## config.mk

```make
export PLATFORM = sky130hd
export DESIGN_NAME = usb_evt_ctrl
export DESIGN_NICKNAME = d
export VERILOG_FILES = /design/src/shared/usb_evt_pkg.sv /design/src/hdl/usb_evt_ctrl.sv
export SDC_FILE = /design/constraint.sdc
export NUM_CORES = 1
export LEC_CHECK = 0
export ABC_AREA = 1
export ABC_CLOCK_PERIOD_IN_PS = 1800
export BUFFER_PORTS_ARGS = -buffer_cell sky130_fd_sc_hd__buf_2
export CAP_MARGIN = 20
export CORE_ASPECT_RATIO = 1.4
export CORE_MARGIN = 2
export CORE_UTILIZATION = 35
export DETAILED_ROUTE_END_ITERATION = 12
export SLEW_MARGIN = 25
export SYNTH_ARGS = -nofsm -noshare
export SYNTH_HDL_FRONTEND = slang
export SYNTH_SLANG_ARGS = --single-unit
```

## constraint.sdc

```tcl
create_clock -name core_clk -period 1.8 [get_ports core_clk]
set_input_delay 0.27 -clock core_clk [delete_from_list [all_inputs] [get_ports core_clk]]
set_output_delay 0.27 -clock core_clk [all_outputs]
set_load 0.005 [all_outputs]
```

## src/shared/usb_evt_pkg.sv

```systemverilog
// constants for the usb event and transmit control block
// assumes a 25 MHz core clock and an 8-bit register port
package usb_evt_pkg;
	localparam int          CLK_PERIOD_NS  = 40;
	localparam int          SUSPEND_REQUEST_FLAG_IDLE_NS   = 3000000;
	localparam int          REG_AW         = 4;
	localparam int          NUM_EP         = 3;
	// register offsets
	localparam logic [3:0]  OFS_STATUS     = 4'h0;
	localparam logic [3:0]  OFS_MASK       = 4'h1;
	localparam logic [3:0]  OFS_CONTROL    = 4'h2;
	localparam logic [3:0]  OFS_FUNC_NUM   = 4'h3;
	localparam logic [3:0]  OFS_EP0_TX     = 4'h4;
	localparam logic [3:0]  OFS_TOKEN_CAP  = 4'h7;
	localparam logic [3:0]  OFS_EP_INFO    = 4'h8;
	// event status bit positions
	localparam int          BIT_SUSPEND_REQUEST_FLAG       = 7;
	localparam int          BIT_DMA_OVR    = 6;
	localparam int          BIT_DONE       = 5;
	localparam int          BIT_ERR        = 4;
	localparam int          BIT_EVT_OVR    = 3;
	localparam int          BIT_WAKE       = 2;
	localparam int          BIT_USB_RST    = 1;
	localparam int          BIT_SOF        = 0;
	// link control bit positions
	localparam int          BIT_RESUME     = 3;
	localparam int          BIT_REG_OFF    = 2;
	localparam int          BIT_SLEEP      = 1;
	localparam int          BIT_IF_CLEAR   = 0;
	// endpoint transmit control fields
	localparam int          BIT_STAT_OUT   = 7;
	localparam int          BIT_TOGGLE     = 6;
	localparam int          POS_HS         = 4;
	// reset values
	localparam logic [7:0]  RST_STATUS     = 8'h00;
	localparam logic [7:0]  RST_MASK       = 8'h00;
	localparam logic [3:0]  RST_CONTROL    = 4'h6;
	localparam logic [6:0]  RST_FUNC_NUM   = 7'h00;
	localparam logic [7:0]  RST_EP_TX      = 8'h00;
	// handshake states and token kinds
	localparam logic [1:0]  HS_DISABLED    = 2'h0;
	localparam logic [1:0]  HS_STALL       = 2'h1;
	localparam logic [1:0]  HS_NAK         = 2'h2;
	localparam logic [1:0]  HS_VALID       = 2'h3;
	localparam logic [1:0]  TOK_OUT        = 2'h0;
	localparam logic [1:0]  TOK_IN         = 2'h2;
	localparam logic [1:0]  TOK_SETUP      = 2'h3;
endpackage

```

## src/hdl/usb_evt_ctrl.sv

```systemverilog
// usb function event flags, link control, address and transmit control
// assumes the serial engine gives one-cycle event pulses on core_clk
// and answers the host from the handshake and stall outputs below
// Functional notes
// [RULE_01] suspend flag after bus idle over 3 ms
// [RULE_02] idle check armed by reset, paused by sleep
// [RULE_03] dma overrun flag on late service
// [RULE_04] done flag per correct transfer, capture token
// [RULE_05] correct means clean, expected toggle, no nak/stall
// [RULE_06] error flag on timeout, crc, stuffing, framing
// [RULE_07] event overrun when error or sof reset
// [RULE_08] wake flag on activity while suspended
// [RULE_09] usb reset flag, clears address and endpoints
// [RULE_10] sof flag on keep-alive or resume end
// [RULE_11] software clears flags by single store
// [RULE_12] interrupt when flag, mask set, cpu enabled
// [RULE_13] resume bit drives resume onto bus
// [RULE_14] regulator off bit, software waits 3 us
// [RULE_15] sleep bit set by software, cleared by activity
// [RULE_16] clear bit holds reset, flags on release
// [RULE_17] seven-bit function number, cleared on reset
// [RULE_18] status stage bit stalls nonzero out data
// [RULE_19] toggle set by setup, flipped on ack
// [RULE_20] handshake code disabled, stall, nak, valid
// [RULE_21] correct in/setup makes endpoint nak
// [RULE_22] software loads byte count 0 to 8
// [RULE_23] valid endpoints nak while done flag set
// [RULE_24] status write clears zeros, keeps ones
//
// The register addresses and the address-and-strobe port were decided locally.
`timescale 1ns/1ns
module usb_evt_ctrl
#(
	parameter int unsigned SUSPEND_REQUEST_FLAG_IDLE_CYCLES = usb_evt_pkg::SUSPEND_REQUEST_FLAG_IDLE_NS / usb_evt_pkg::CLK_PERIOD_NS
)
(
	input  wire logic                          core_clk,
	input  wire logic                          rst_n,
	// register port
	input  wire logic [usb_evt_pkg::REG_AW-1:0] regAddr,
	input  wire logic [7:0]                    regWdata,
	input  wire logic                          regWr,
	input  wire logic                          regRd,
	output logic      [7:0]                    regRdata,
	// engine events
	input  wire logic                          busIdle,
	input  wire logic                          busActivity,
	input  wire logic                          keepAlive,
	input  wire logic                          resumeEnd,
	input  wire logic                          usbResetSeen,
	input  wire logic                          dmaLate,
	input  wire logic                          errTimeout,
	input  wire logic                          errCrc,
	input  wire logic                          errStuff,
	input  wire logic                          errFrame,
	input  wire logic                          xferEnd,
	input  wire logic [1:0]                    xferToken,
	input  wire logic [1:0]                    xferEp,
	input  wire logic                          xferPidOk,
	input  wire logic                          xferToggleOk,
	input  wire logic                          xferOverrun,
	input  wire logic                          xferSentNak,
	input  wire logic                          xferSentStall,
	input  wire logic                          setupSeen,
	input  wire logic                          hostAck,
	input  wire logic [1:0]                    pktEp,
	input  wire logic                          outNonzero,
	input  wire logic                          cpuIntDisable,
	// answers to the engine and to the chip
	output logic      [1:0]                    inHandshake,
	output logic                               txToggle,
	output logic      [3:0]                    txByteCount,
	output logic                               outStall,
	output logic      [6:0]                    functionNumber,
	output logic                               resumeDrive,
	output logic                               regulatorOff,
	output logic                               suspendActive,
	output logic                               interfaceClear,
	output logic                               usbIrq,
	output logic                               wakeIrq
);
	import usb_evt_pkg::*;

	logic [7:0]  status_q;
	logic [7:0]  status_d;
	logic [7:0]  mask_q;
	logic [3:0]  control_q;
	logic [3:0]  control_d;
	logic [6:0]  funcNum_q;
	logic [7:0]  epTx_q [NUM_EP];
	logic [1:0]  tokenCap_q;
	logic [1:0]  epCap_q;
	logic        suspArm_q;
	logic [31:0] idleCnt_q;
	logic [7:0]  rdata_q;

	wire         wrStatus  = regWr && (regAddr == OFS_STATUS);
	wire         wrMask    = regWr && (regAddr == OFS_MASK);
	wire         wrControl = regWr && (regAddr == OFS_CONTROL);
	wire         wrFuncNum = regWr && (regAddr == OFS_FUNC_NUM);
	wire         sleepBit  = control_q[BIT_SLEEP];
	wire         clearBit  = control_q[BIT_IF_CLEAR];
	wire         doneFlag  = status_q[BIT_DONE];

	// [RULE_16] forced clear acts like bus reset
	wire         ifReset   = usbResetSeen || clearBit;
	// [RULE_16] flag raised when software drops the clear bit
	wire         clearRel  = clearBit && wrControl && !regWdata[BIT_IF_CLEAR];

	// [RULE_05] clean transfer, nak or stall never counts
	wire         correct   = xferEnd && xferPidOk && xferToggleOk && !xferOverrun
	                         && !errCrc && !errStuff && !errFrame
	                         && !xferSentNak && !xferSentStall;
	// [RULE_06] any of the four errors
	wire         errEvt    = errTimeout || errCrc || errStuff || errFrame;
	// [RULE_10] keep-alive or end of resume
	wire         sofEvt    = keepAlive || resumeEnd;
	// [RULE_08] activity only counts while suspended
	wire         wakeEvt   = sleepBit && busActivity;
	// [RULE_01] strictly more than the idle time
	wire         idleOver  = suspArm_q && busIdle && (idleCnt_q == SUSPEND_REQUEST_FLAG_IDLE_CYCLES);
	// [RULE_07] second error or sof before software cleared it
	wire         evtOvr    = (errEvt && status_q[BIT_ERR]) || (sofEvt && status_q[BIT_SOF]);

	// [RULE_03] late dma service sets bit 6
	wire [7:0]   setMask   = {idleOver, dmaLate, correct, errEvt, evtOvr, wakeEvt,
	                          usbResetSeen || clearRel, sofEvt};

	// [RULE_24] zeros clear, ones keep, hardware set wins
	always_comb
	begin
		status_d = status_q;
		if (wrStatus)
		begin
			status_d = status_q & regWdata;
		end
		status_d = status_d | setMask;
	end

	// [RULE_15] activity clears sleep over a software write
	always_comb
	begin
		control_d = control_q;
		if (wrControl)
		begin
			control_d = regWdata[3:0];
		end
		if (busActivity)
		begin
			control_d[BIT_SLEEP] = 1'b0;
		end
	end

	always_ff @(posedge core_clk)
	begin
		if (!rst_n)
		begin
			status_q  <= RST_STATUS;
			mask_q    <= RST_MASK;
			control_q <= RST_CONTROL;
		end
		else
		begin
			status_q  <= status_d;
			control_q <= control_d;
			if (wrMask)
			begin
				mask_q <= regWdata;
			end
		end
	end

	// [RULE_02] armed by each usb reset, paused by sleep until resume ends
	always_ff @(posedge core_clk)
	begin
		if (!rst_n)
		begin
			suspArm_q <= 1'b0;
		end
		else if (ifReset || resumeEnd)
		begin
			suspArm_q <= 1'b1;
		end
		else if (sleepBit)
		begin
			suspArm_q <= 1'b0;
		end
	end

	// [RULE_01] idle counter saturates so the flag is set once per idle spell
	always_ff @(posedge core_clk)
	begin
		if (!rst_n)
		begin
			idleCnt_q <= 32'h0;
		end
		else if (!suspArm_q || !busIdle)
		begin
			idleCnt_q <= 32'h0;
		end
		else if (idleCnt_q <= SUSPEND_REQUEST_FLAG_IDLE_CYCLES)
		begin
			idleCnt_q <= idleCnt_q + 32'h1;
		end
	end

	// [RULE_04] capture held while the done flag stays set
	always_ff @(posedge core_clk)
	begin
		if (!rst_n)
		begin
			tokenCap_q <= 2'h0;
			epCap_q    <= 2'h0;
		end
		else if (correct && !doneFlag)
		begin
			tokenCap_q <= xferToken;
			epCap_q    <= xferEp;
		end
	end

	// [RULE_17] function number, cleared by either reset
	always_ff @(posedge core_clk)
	begin
		if (!rst_n || ifReset)
		begin
			funcNum_q <= RST_FUNC_NUM;
		end
		else if (wrFuncNum)
		begin
			funcNum_q <= regWdata[6:0];
		end
	end

	// endpoint transmit control, one block per endpoint
	for (genvar e = 0; e < NUM_EP; e++)
	begin : g_ep
		wire       hit     = (xferEp == 2'(e));
		wire       wrEp    = regWr && (regAddr == OFS_EP0_TX + 4'(e));
		// [RULE_21] in or setup transfer ends in nak
		wire       goNak   = correct && hit && (xferToken == TOK_IN || xferToken == TOK_SETUP);
		// [RULE_19] setup sets toggle, ack flips it
		wire       setTog  = setupSeen && (pktEp == 2'(e));
		wire       flipTog = hostAck && (pktEp == 2'(e));
		logic [7:0] next;

		always_comb
		begin
			next = epTx_q[e];
			if (wrEp)
			begin
				next = regWdata;
			end
			if (goNak)
			begin
				next[POS_HS +: 2] = HS_NAK;
			end
			if (setTog)
			begin
				next[BIT_TOGGLE] = 1'b1;
			end
			else if (flipTog)
			begin
				next[BIT_TOGGLE] = !epTx_q[e][BIT_TOGGLE];
			end
		end

		// [RULE_09] usb reset returns each endpoint to reset value
		always_ff @(posedge core_clk)
		begin
			if (!rst_n || ifReset)
			begin
				epTx_q[e] <= RST_EP_TX;
			end
			else
			begin
				epTx_q[e] <= next;
			end
		end
	end

	// engine-side answers for the endpoint in the current packet
	wire [7:0]   epSel     = (pktEp < 2'(NUM_EP)) ? epTx_q[pktEp] : 8'h00;
	wire [1:0]   hsRaw     = epSel[POS_HS +: 2];

	// [RULE_23] every valid endpoint naks until done flag clears
	// [RULE_20] handshake code passed through otherwise
	assign inHandshake = (doneFlag && hsRaw == HS_VALID) ? HS_NAK : hsRaw;
	assign txToggle    = epSel[BIT_TOGGLE];
	// [RULE_22] count over 8 is not trapped; software keeps it in range
	assign txByteCount = epSel[3:0];
	// [RULE_18] status stage bit stalls nonzero out data
	assign outStall    = epSel[BIT_STAT_OUT] && outNonzero;

	assign functionNumber = funcNum_q;
	// [RULE_13] resume held until software clears it
	assign resumeDrive    = control_q[BIT_RESUME];
	// [RULE_14] regulator follows the bit; settle time is software's job
	assign regulatorOff   = control_q[BIT_REG_OFF];
	assign suspendActive  = sleepBit;
	assign interfaceClear = ifReset;

	// [RULE_12] flag and mask with cpu interrupts enabled
	wire [7:0]   pend      = status_q & mask_q;
	// [RULE_08] wake event on its own vector so halt can end
	assign wakeIrq = pend[BIT_WAKE] && !cpuIntDisable;
	assign usbIrq  = |(pend & ~(8'h01 << BIT_WAKE)) && !cpuIntDisable;

	// read mux; unmapped offsets read zero
	wire [7:0]   rdMux     =
		(regAddr == OFS_STATUS)         ? status_q :
		(regAddr == OFS_MASK)           ? mask_q :
		(regAddr == OFS_CONTROL)        ? {4'h0, control_q} :
		(regAddr == OFS_FUNC_NUM)       ? {1'b0, funcNum_q} :
		(regAddr == OFS_EP0_TX)         ? epTx_q[0] :
		(regAddr == OFS_EP0_TX + 4'h1)  ? epTx_q[1] :
		(regAddr == OFS_EP0_TX + 4'h2)  ? epTx_q[2] :
		(regAddr == OFS_TOKEN_CAP)      ? {tokenCap_q, 6'h00} :
		(regAddr == OFS_EP_INFO)        ? {2'h0, epCap_q, 4'h0} : 8'h00;

	// read data only stands in the cycle after the strobe
	always_ff @(posedge core_clk)
	begin
		if (!rst_n || !regRd)
		begin
			rdata_q <= 8'h00;
		end
		else
		begin
			rdata_q <= rdMux;
		end
	end

	assign regRdata = rdata_q;
endmodule

```

==> flow_metrics.tcl, run 1 <==
set metrics [dict create \
    status "finished clean" \
    ys_seq_area_share_pct 40.8 \
    path_clk_slew_ns 0.07 \
    syn_inst 662 \
    synth.area.top_cells "dfxtp_1 (41%), nand2_1 (9.6%), a21oi_1 (7.8%), inv_1 (7.7%), o21ai_0 (5.0%)" \
    syn-num-nets 706 \
    dpl_cell_area_um2 5390 \
    clock_skew_ns 0.00886 \
    yosysWarningCount 0 \
    fin_tns_setup_ns 0 \
    fillers 1448 \
    finalHoldViolCount 0 \
    yosys.area.top_type_share_pct 40.8 \
    final_cell_area_um2 5690 \
    grt_setup_unrepaired "no" \
    r2r.worst_path.cells 10 \
    synth-main-ff-cell "dfxtp_1" \
    p_leak_nw 2.34 \
    cts_buffers 9 \
    antenna_found_initial 0 \
    cts-root-buf "clkbuf_16" \
    critical_path.startpoint_type "register" \
    overflow 0 \
    cellPowerDensity_nw_per_um2 768 \
    grt_max_degree 25 \
    io_pins 71 \
    cp_max_fo 4 \
    crit_type "reg2out" \
    rrSetupSlack_ns 0.16 \
    pre_cts_ws_ns 0.139 \
    initialDrtViolationCount 145 \
    endpoint_kind "output port" \
    crit_arrival_ns 1.45 \
    grt_pass1_wl_um 19900 \
    syn_to_final_growth_pct 20.6 \
    hold-path-endpoint "suspArm_q$_SDFFE_PN0P_" \
    wirelength_um 12600 \
    start_util_pct 35.5 \
    cts_tree "yes" \
    finalPower_mw 4.37 \
    remaining_drc_errors 0 \
    post_cts_buffers 0 \
    async_reset_ff_share_pct 0 \
    hp-class "in2reg" \
    ir_worst_vdd_uv 411 \
    synth_edf_count 0 \
    drtPass1Iterations 4 \
    die_w_um 102 \
    vias 4430 \
    gp_congestion 0.839 \
    r2r-start "idleCnt_q[0]$_SDFFE_PP0P_" \
    cpMostUsedCell "a21oi_1" \
    rows 50 \
    finalCritPeriodShare_pct 95.5 \
    finalNetCount 790 \
    viasPerCell 4.74 \
    max_freq_mhz 582 \
    hp-start "resumeEnd" \
    maxCapViolCount 0 \
    portBuffers 70 \
    grt_pass1_vias 4162 \
    postSynthAreaPerCell_um2 7.12 \
    coreArea_um2 13300 \
    yosysMostFrequentCell "nand2_1" \
    tightest_slew_ns 0.452 \
    die_area_um2 14400 \
    clock-sinks 96 \
    drt-wirelength-per-cell_um 13.5 \
    setup_viol_count_final 0 \
    fin_ws_ns 0.0819 \
    ant_nets 0 \
    synth.cell_area_um2 4710 \
    place_hpwl_um 9880 \
    clockBufferDepth 2 \
    synth_top_area_cell "dfxtp_1" \
    grt_use_total_pct 17.7 \
    fp.dieH_um 141 \
    cpMaxStageDelayCell "dfxtp_1" \
    cp.required_ns 1.53 \
    cts_resized 0 \
    path_cells "inv_1 > o21ai_1 > a21oi_1 > a21oi_1 > buf_2" \
    hold_depth 3 \
    ys_ff_latch 96 \
    r2r_end "idleCnt_q[2]$_SDFFE_PP0P_" \
    slew_headroom_pct 69.9 \
    final_util_pct 42.9 \
    drive_gt1_share_pct 20.5 \
    period_needed_ns 1.72 \
    clkLatencyLatePin_ns 0.35 \
    synthTopCellsByCount "nand2_1 (121), inv_1 (97), dfxtp_1 (96), a21oi_1 (73), nor2_1 (60)" \
    yosysUniqueCellTypes 43 \
    htreeDepth 3 \
    max_stage_delay_ns 0.42 \
    postCtsHoldBufs 0 \
    slew_viol_final 0 \
]
report_power, final:
group | total, mW | switching, mW | internal (mW)
Sequential | 2.17 | 0.0195 | 2.15
Combinational | 0.311 | 0.198 | 0.113
Clock | 1.89 | 0.919 | 0.968
Total | 4.37 | 1.14 | 3.23
flip-flops by register name, summed over array words and instances, names as in the netlist:
signal / cells
suspArm_q: 1
mask_q: 8
control_q: 4
epTx_q: 24
functionNumber: 7
status_q: 8
epCap_q: 2
regRdata: 8
idleCnt_q: 32
tokenCap_q: 2
cells by family (layout without fill, tap and decap cells):
group | Yosys count | in the layout | share of synthesized area, %
fa+ha+maj | 2 | 2 | 0.531
simple gates | 265 | 265 | 26.3
other cells | 0 | 1 | 0
xor+xnor | 13 | 13 | 2.42
compound gates | 164 | 164 | 19.6
buf+inv | 122 | 211 | 10.4
flops | 96 | 96 | 40.8
per-layer routing:
| layer | global-route usage [%] | part of all wire [%] | routed length (um) |
|---|---|---|---|
| met5 | 0 | 0 | 0 |
| met4 | 6.67 | 2.2 | 282 |
| met3 | 2.96 | 4.2 | 530 |
| met2 | 33.2 | 52 | 6600 |
| met1 | 19.4 | 41 | 5160 |
per-stage QoR:
step / std cells / hold slack [ns]
finish: 934 / 0.157
global route: 933 / 0.147
CTS: 933 / 0.145
detailed placement: 917 / 0.421
global placement: 917 / 0.416
floorplan: 662 / 0.383
placed cells by master (no fill, tap or decap), types with 7 or more instances in the layout:
| cell type | Yosys | final |
|---|---|---|
| nand2_1 | 121 | 121 |
| nor2_1 | 60 | 60 |
| clkbuf_16 | 0 | 9 |
| nand4_1 | 8 | 8 |
| a21oi_2 | 10 | 10 |
| nand3_1 | 37 | 37 |
| a21oi_1 | 73 | 73 |
| o22ai_1 | 8 | 8 |
| nand3_2 | 12 | 12 |
| buf_2 | 3 | 70 |
| inv_1 | 97 | 97 |
| xor2_1 | 7 | 7 |
| o21ai_0 | 47 | 46 |
| buf_4 | 0 | 19 |
| dfxtp_1 | 96 | 96 |
| o21ai_1 | 7 | 8 |
worst max path at each step:
stage / startpoint / endpoint / slack [ns] / cells past startpoint
finish: status_q[5]$_SDFF_PN0_ / usbIrq / 0.08 / 5
global route: status_q[5]$_SDFF_PN0_ / usbIrq / 0.04 / 5
CTS: status_q[5]$_SDFF_PN0_ / usbIrq / 0.02 / 5
detailed placement: pktEp[0] / inHandshake[1] / 0.14 / 8
global placement: pktEp[0] / inHandshake[1] / 0.17 / 8
floorplan: idleCnt_q[0]$_SDFFE_PP0P_ / idleCnt_q[4]$_SDFFE_PP0P_ / 0.30 / 11
cell type report:
cell class | instances | area (um2) | area share (%)
Sequential cell | 96 | 1920 | 33.8
Timing Repair Buffer | 92 | 553 | 9.73
Clock inverter | 7 | 61.3 | 1.08
Multi-Input combinational cell | 444 | 2310 | 40.6
Clock buffer | 9 | 225 | 3.96
Antenna cell | 1 | 2.50 | 0.0440
Inverter | 103 | 388 | 6.82
Tap cell | 182 | 228 | 4.01
critical path, delay by kind of cell (launching register included):
kind | cells | cell delay [ns]
buffers and inverters | 2 | 0.25
DFF | 1 | 0.42
AOI/OAI and AO/OA | 3 | 0.43
No activity file was read; power rests on OpenSTA's default activity.
==> inputs of run 2 (changes only) <==
CAP_MARGIN = not set   (was 20)
CORE_MARGIN = not set   (was 2)
==> run 2 against run 1 <==
Critical path depth unchanged. Non-clock buffer count decreased by 2. First-iteration DRC count increased by 45%. Sequential share of layout area about the same. Via count increased by 3.2%. Critical path type unchanged.
==> flow_metrics.tcl, run 2 (synthesized netlist as in run 1, its figures left out) <==
set metrics [dict create \
    io_pins 71 \
    finalHoldViolCount 0 \
    final_cell_area_um2 5680 \
    maxCapViolCount 0 \
    hp-class "in2reg" \
    p_leak_nw 2.33 \
    layout_common_cells "nand2_1 (121), inv_1 (97), dfxtp_1 (96)" \
    portBuffers 70 \
    cts-root-buf "clkbuf_16" \
    antenna-diode-count 0 \
    syn_to_final_growth_pct 20.5 \
    drt-wirelength-per-cell_um 13.8 \
    overflow 0 \
    finalCritPeriodShare_pct 93.9 \
    clock-sinks 96 \
    status "finished clean" \
    gp_congestion 0.889 \
    clock_skew_ns 0.00567 \
    max_stage_delay_ns 0.41 \
    regMostFlops "idleCnt_q" \
    crit_type "reg2out" \
    vias 4571 \
    place_hpwl_um 9920 \
    cellPowerDensity_nw_per_um2 784 \
    slew_headroom_pct 69.4 \
    clockBufferDepth 2 \
    path_clk_slew_ns 0.07 \
    cp_max_fo 4 \
    finalNetCount 788 \
    cpMaxStageDelayCell "dfxtp_1" \
    cts_tree "yes" \
    ir_worst_vdd_uv 484 \
    fin_tns_setup_ns 0 \
    rows 49 \
    antenna_found_initial 0 \
    initialDrtViolationCount 210 \
    cpMostUsedCell "a21oi_1" \
    period_needed_ns 1.69 \
    final_common_cell "nand2_1" \
    grt_pass1_vias 4456 \
    die_area_um2 13900 \
    htreeDepth 3 \
    grt_max_degree 34 \
    drive_gt1_share_pct 20.2 \
    fp.dieH_um 139 \
    critical_path.startpoint_type "register" \
    grt_setup_unrepaired "no" \
    holdWs_ns 0.159 \
    max_freq_mhz 591 \
    reg.largest.list "idleCnt_q: 32 flops, epTx_q: 24 flops" \
    clkLatencyLatePin_ns 0.35 \
    grt_pass1_wl_um 21300 \
    cp.required_ns 1.53 \
    setup_viol_count_final 0 \
    cts_buffers 9 \
    slew_viol_final 0 \
    largest_reg_flops 32 \
    grt_use_total_pct 19.3 \
    path_cells "inv_1 > o21ai_1 > a21oi_1 > a21oi_1 > buf_2" \
    endpoint_kind "output port" \
    tightest_slew_ns 0.459 \
    fillers 1366 \
    post_cts_buffers 0 \
    dpl_cell_area_um2 5370 \
    die_w_um 100 \
    ant_nets 0 \
    wirelength_um 12800 \
    crit_arrival_ns 1.42 \
    coreArea_um2 13000 \
    drtPass1Iterations 5 \
    viasPerCell 4.93 \
    start_util_pct 36.3 \
    remaining_drc_errors 0 \
]
==> run 2: layer usage <==
metal | share of wire, % | vias up | global-route usage (%)
li1 | - | 2325 | -
met1 | 38 | 2089 | 20.2
met2 | 55 | 130 | 37.6
met3 | 4.2 | 27 | 2.51
met4 | 2.6 | 0 | 8.16
met5 | 0 | - | 0
==> run 2: cell type report <==
type,count,area (um2),area share (%)
Timing Repair Buffer,90,538,9.47
Inverter,103,388,6.83
Clock inverter,7,78.8,1.39
Multi-Input combinational cell,444,2310,40.6
Tap cell,178,223,3.92
Sequential cell,96,1920,33.8
Clock buffer,9,225,3.96
==> run 2: final timing paths <==
path	cells past startpoint	from	to	slack, ns
worst max register to register	10	idleCnt_q[0]$_SDFFE_PP0P_	idleCnt_q[10]$_SDFFE_PP0P_	0.16
worst min-delay path	2	busActivity	control_q[1]$_SDFFE_PN1P_	0.16
worst max-delay path	5	status_q[5]$_SDFF_PN0_	usbIrq	0.11
worst min register to register	2	idleCnt_q[18]$_SDFFE_PP0P_	idleCnt_q[18]$_SDFFE_PP0P_	0.43
==> run 2: power by group <==
| group | switching, mW | leakage (nW) | total [mW] | internal (mW) |
|---|---|---|---|---|
| logic | 0.202 | 1.41 | 0.313 | 0.111 |
| clock network | 0.876 | 0.150 | 1.97 | 1.10 |
| registers | 0.0180 | 0.777 | 2.17 | 2.15 |
| total | 1.10 | 2.33 | 4.45 | 3.36 |
==> run 2: metrics by stage <==
| stage | std cells | total power, mW | worst slack [ns] | util, % |
|---|---|---|---|---|
| global placement | 911 | 2.52 | 0.175 | 41.3 |
| global route | 927 | 4.61 | 0.00930 | 43.7 |
| CTS | 927 | 4.49 | 0.0427 | 43.7 |
| floorplan | 662 | 2.37 | 0.297 | - |
| detailed placement | 911 | 2.53 | 0.127 | 41.3 |
| finish | 927 | 4.45 | 0.109 | 43.7 |
==> run 2: what timing repair did <==
item / 4_1_cts / 5_1_grt
hold buffers: 0 / 0
setup endpoints to repair: 0 / 2
resized for setup: 0 / 2
==> run 2: worst max-delay path: cells and delay by family (launching register included) <==
family	cells	cell delay (ns)
AO/OA/AOI/OAI	3	0.43
flip-flops	1	0.41
buffers and inverters	2	0.24
==> inputs of run 3 (changes only) <==
ABC_CLOCK_PERIOD_IN_PS = 2170   (was 1800)
CORE_MARGIN = 8   (was not set)
clock period = 2.17 ns   (was 1.8 ns; I/O delays follow)
==> run 3 against run 2 <==
Highest routed layer unchanged. Design area fell by 0.99%. Hold slack improved by 0.050 ns. Non-clock buffer count fell by 5. Count of clock-buffer cells in the layout did not move. Clock skew rose by 0.0030 ns. Sequential share of layout area rose by 0.34 points.
==> flow_metrics.tcl, run 3 (synthesized netlist as in run 1, its figures left out) <==
set metrics [dict create \
    place_hpwl_um 10100 \
    period_needed_ns 1.84 \
    die_area_um2 17500 \
    cts-root-buf "clkbuf_16" \
    start_util_pct 35.5 \
    finalNetCount 783 \
    antenna-diode-count 0 \
    slew_headroom_pct 64.2 \
    initialDrtViolationCount 219 \
    finalHoldViolCount 0 \
    setup_viol_count_final 0 \
    postCtsHoldBufs 0 \
    ir_worst_vdd_uv 333 \
    slew_viol_final 0 \
    rows 50 \
    gp_congestion 0.862 \
    grt_setup_unrepaired "no" \
    final_common_cell "nand2_1" \
    endpoint_kind "output port" \
    grt_use_total_pct 15.2 \
    post_cts_buffers 0 \
    finalCritPeriodShare_pct 84.7 \
    cp.required_ns 1.84 \
    clockBufferDepth 2 \
    tightest_slew_ns 0.536 \
    regMostFlops "idleCnt_q" \
    drt-wirelength-per-cell_um 14.1 \
    path_clk_slew_ns 0.08 \
    pre_cts_ws_ns 0.353 \
    critical_path.startpoint_type "input port" \
    viasPerCell 4.75 \
    maxCapViolCount 0 \
    clkLatencyLatePin_ns 0.35 \
    largest_reg_flops 32 \
    io_pins 71 \
    finalPower_mw 3.64 \
    clock_skew_ns 0.00865 \
    cts_resized 0 \
    status "finished clean" \
    grt_pass1_vias 4457 \
    grt_pass1_wl_um 21500 \
    grt_max_degree 34 \
    cp_max_fo 13 \
    syn_to_final_growth_pct 19.3 \
    max_freq_mhz 544 \
    fin_ws_ns 0.331 \
    hp-class "in2reg" \
    drive_gt1_share_pct 19.5 \
    coreArea_um2 13300 \
    antenna_found_initial 0 \
    crit_arrival_ns 1.51 \
    fp.dieH_um 153 \
    remaining_drc_errors 0 \
    drtPass1Iterations 4 \
    layout_common_cells "nand2_1 (121), inv_1 (97), dfxtp_1 (96)" \
    portBuffers 70 \
    holdWs_ns 0.209 \
    rrSetupSlack_ns 0.45 \
    vias 4402 \
    cellPowerDensity_nw_per_um2 647 \
    fin_tns_setup_ns 0 \
    wirelength_um 13000 \
    p_leak_nw 2.30 \
    crit_type "in2out" \
    cts_buffers 9 \
    overflow 0 \
    htreeDepth 3 \
    clock-sinks 96 \
    ant_nets 0 \
    reg.largest.list "idleCnt_q: 32 flops, epTx_q: 24 flops" \
    cts_tree "yes" \
    die_w_um 114 \
]
run 3: cell count changes in the layout (fill, tap and decap cells not counted):
| cell | delta |
|---|---|
| buf_12 | -1 |
| o21ai_0 | +1 |
| nor3b_2 | -1 |
| o21ai_1 | -1 |
| inv_6 | +1 |
| nor3b_1 | +1 |
| buf_4 | -4 |
| clkinv_2 | -2 |
| clkinv_4 | +1 |
| clkinv_8 | +1 |
| bufinv_16 | -1 |
run 3: final cells by class:
type	instances	area, um2
Clock inverter	7	72.6
Timing Repair Buffer	85	488
Inverter	103	388
Multi-Input combinational cell	444	2300
Tap cell	182	228
Fill cell	1451	7640
Clock buffer	9	225
Sequential cell	96	1920
run 3: per-stage QoR:
| stage | util [%] | instance area [um2] | cells |
|---|---|---|---|
| after floorplan | - | 4710 | 662 |
| after global placement | 40.2 | 5330 | 910 |
| after detailed placement | 40.2 | 5330 | 910 |
| after CTS | 42.4 | 5620 | 926 |
| after global routing | 42.4 | 5620 | 926 |
| final | 42.4 | 5620 | 926 |
run 3: routing by layer:
layer	GRT usage [%]	part of all wire [%]	wire, um
met1	16.8	43	5550
met2	28.0	51	6650
met3	2.72	4.2	548
met4	5.47	2.2	281
met5	0	0	0
run 3: final timing paths:
check	from	end	depth (start not counted)
min reg2reg	idleCnt_q[19]$_SDFFE_PP0P_	idleCnt_q[19]$_SDFFE_PP0P_	2
max reg2reg	idleCnt_q[0]$_SDFFE_PP0P_	idleCnt_q[13]$_SDFFE_PP0P_	10
max	pktEp[1]	inHandshake[0]	6
min	busActivity	control_q[1]$_SDFFE_PN1P_	2
run 3: critical path, stage by stage:
cell,delay (ns)
buf_2,0.18
nor2_1,0.21
clkinv_1,0.29
o221ai_1,0.28
a21oi_1,0.09
buf_2,0.13
run 3: power breakdown:
group / switching (mW) / internal (mW)
registers: 0.0162 / 1.78
clock network: 0.770 / 0.815
logic: 0.164 / 0.0888
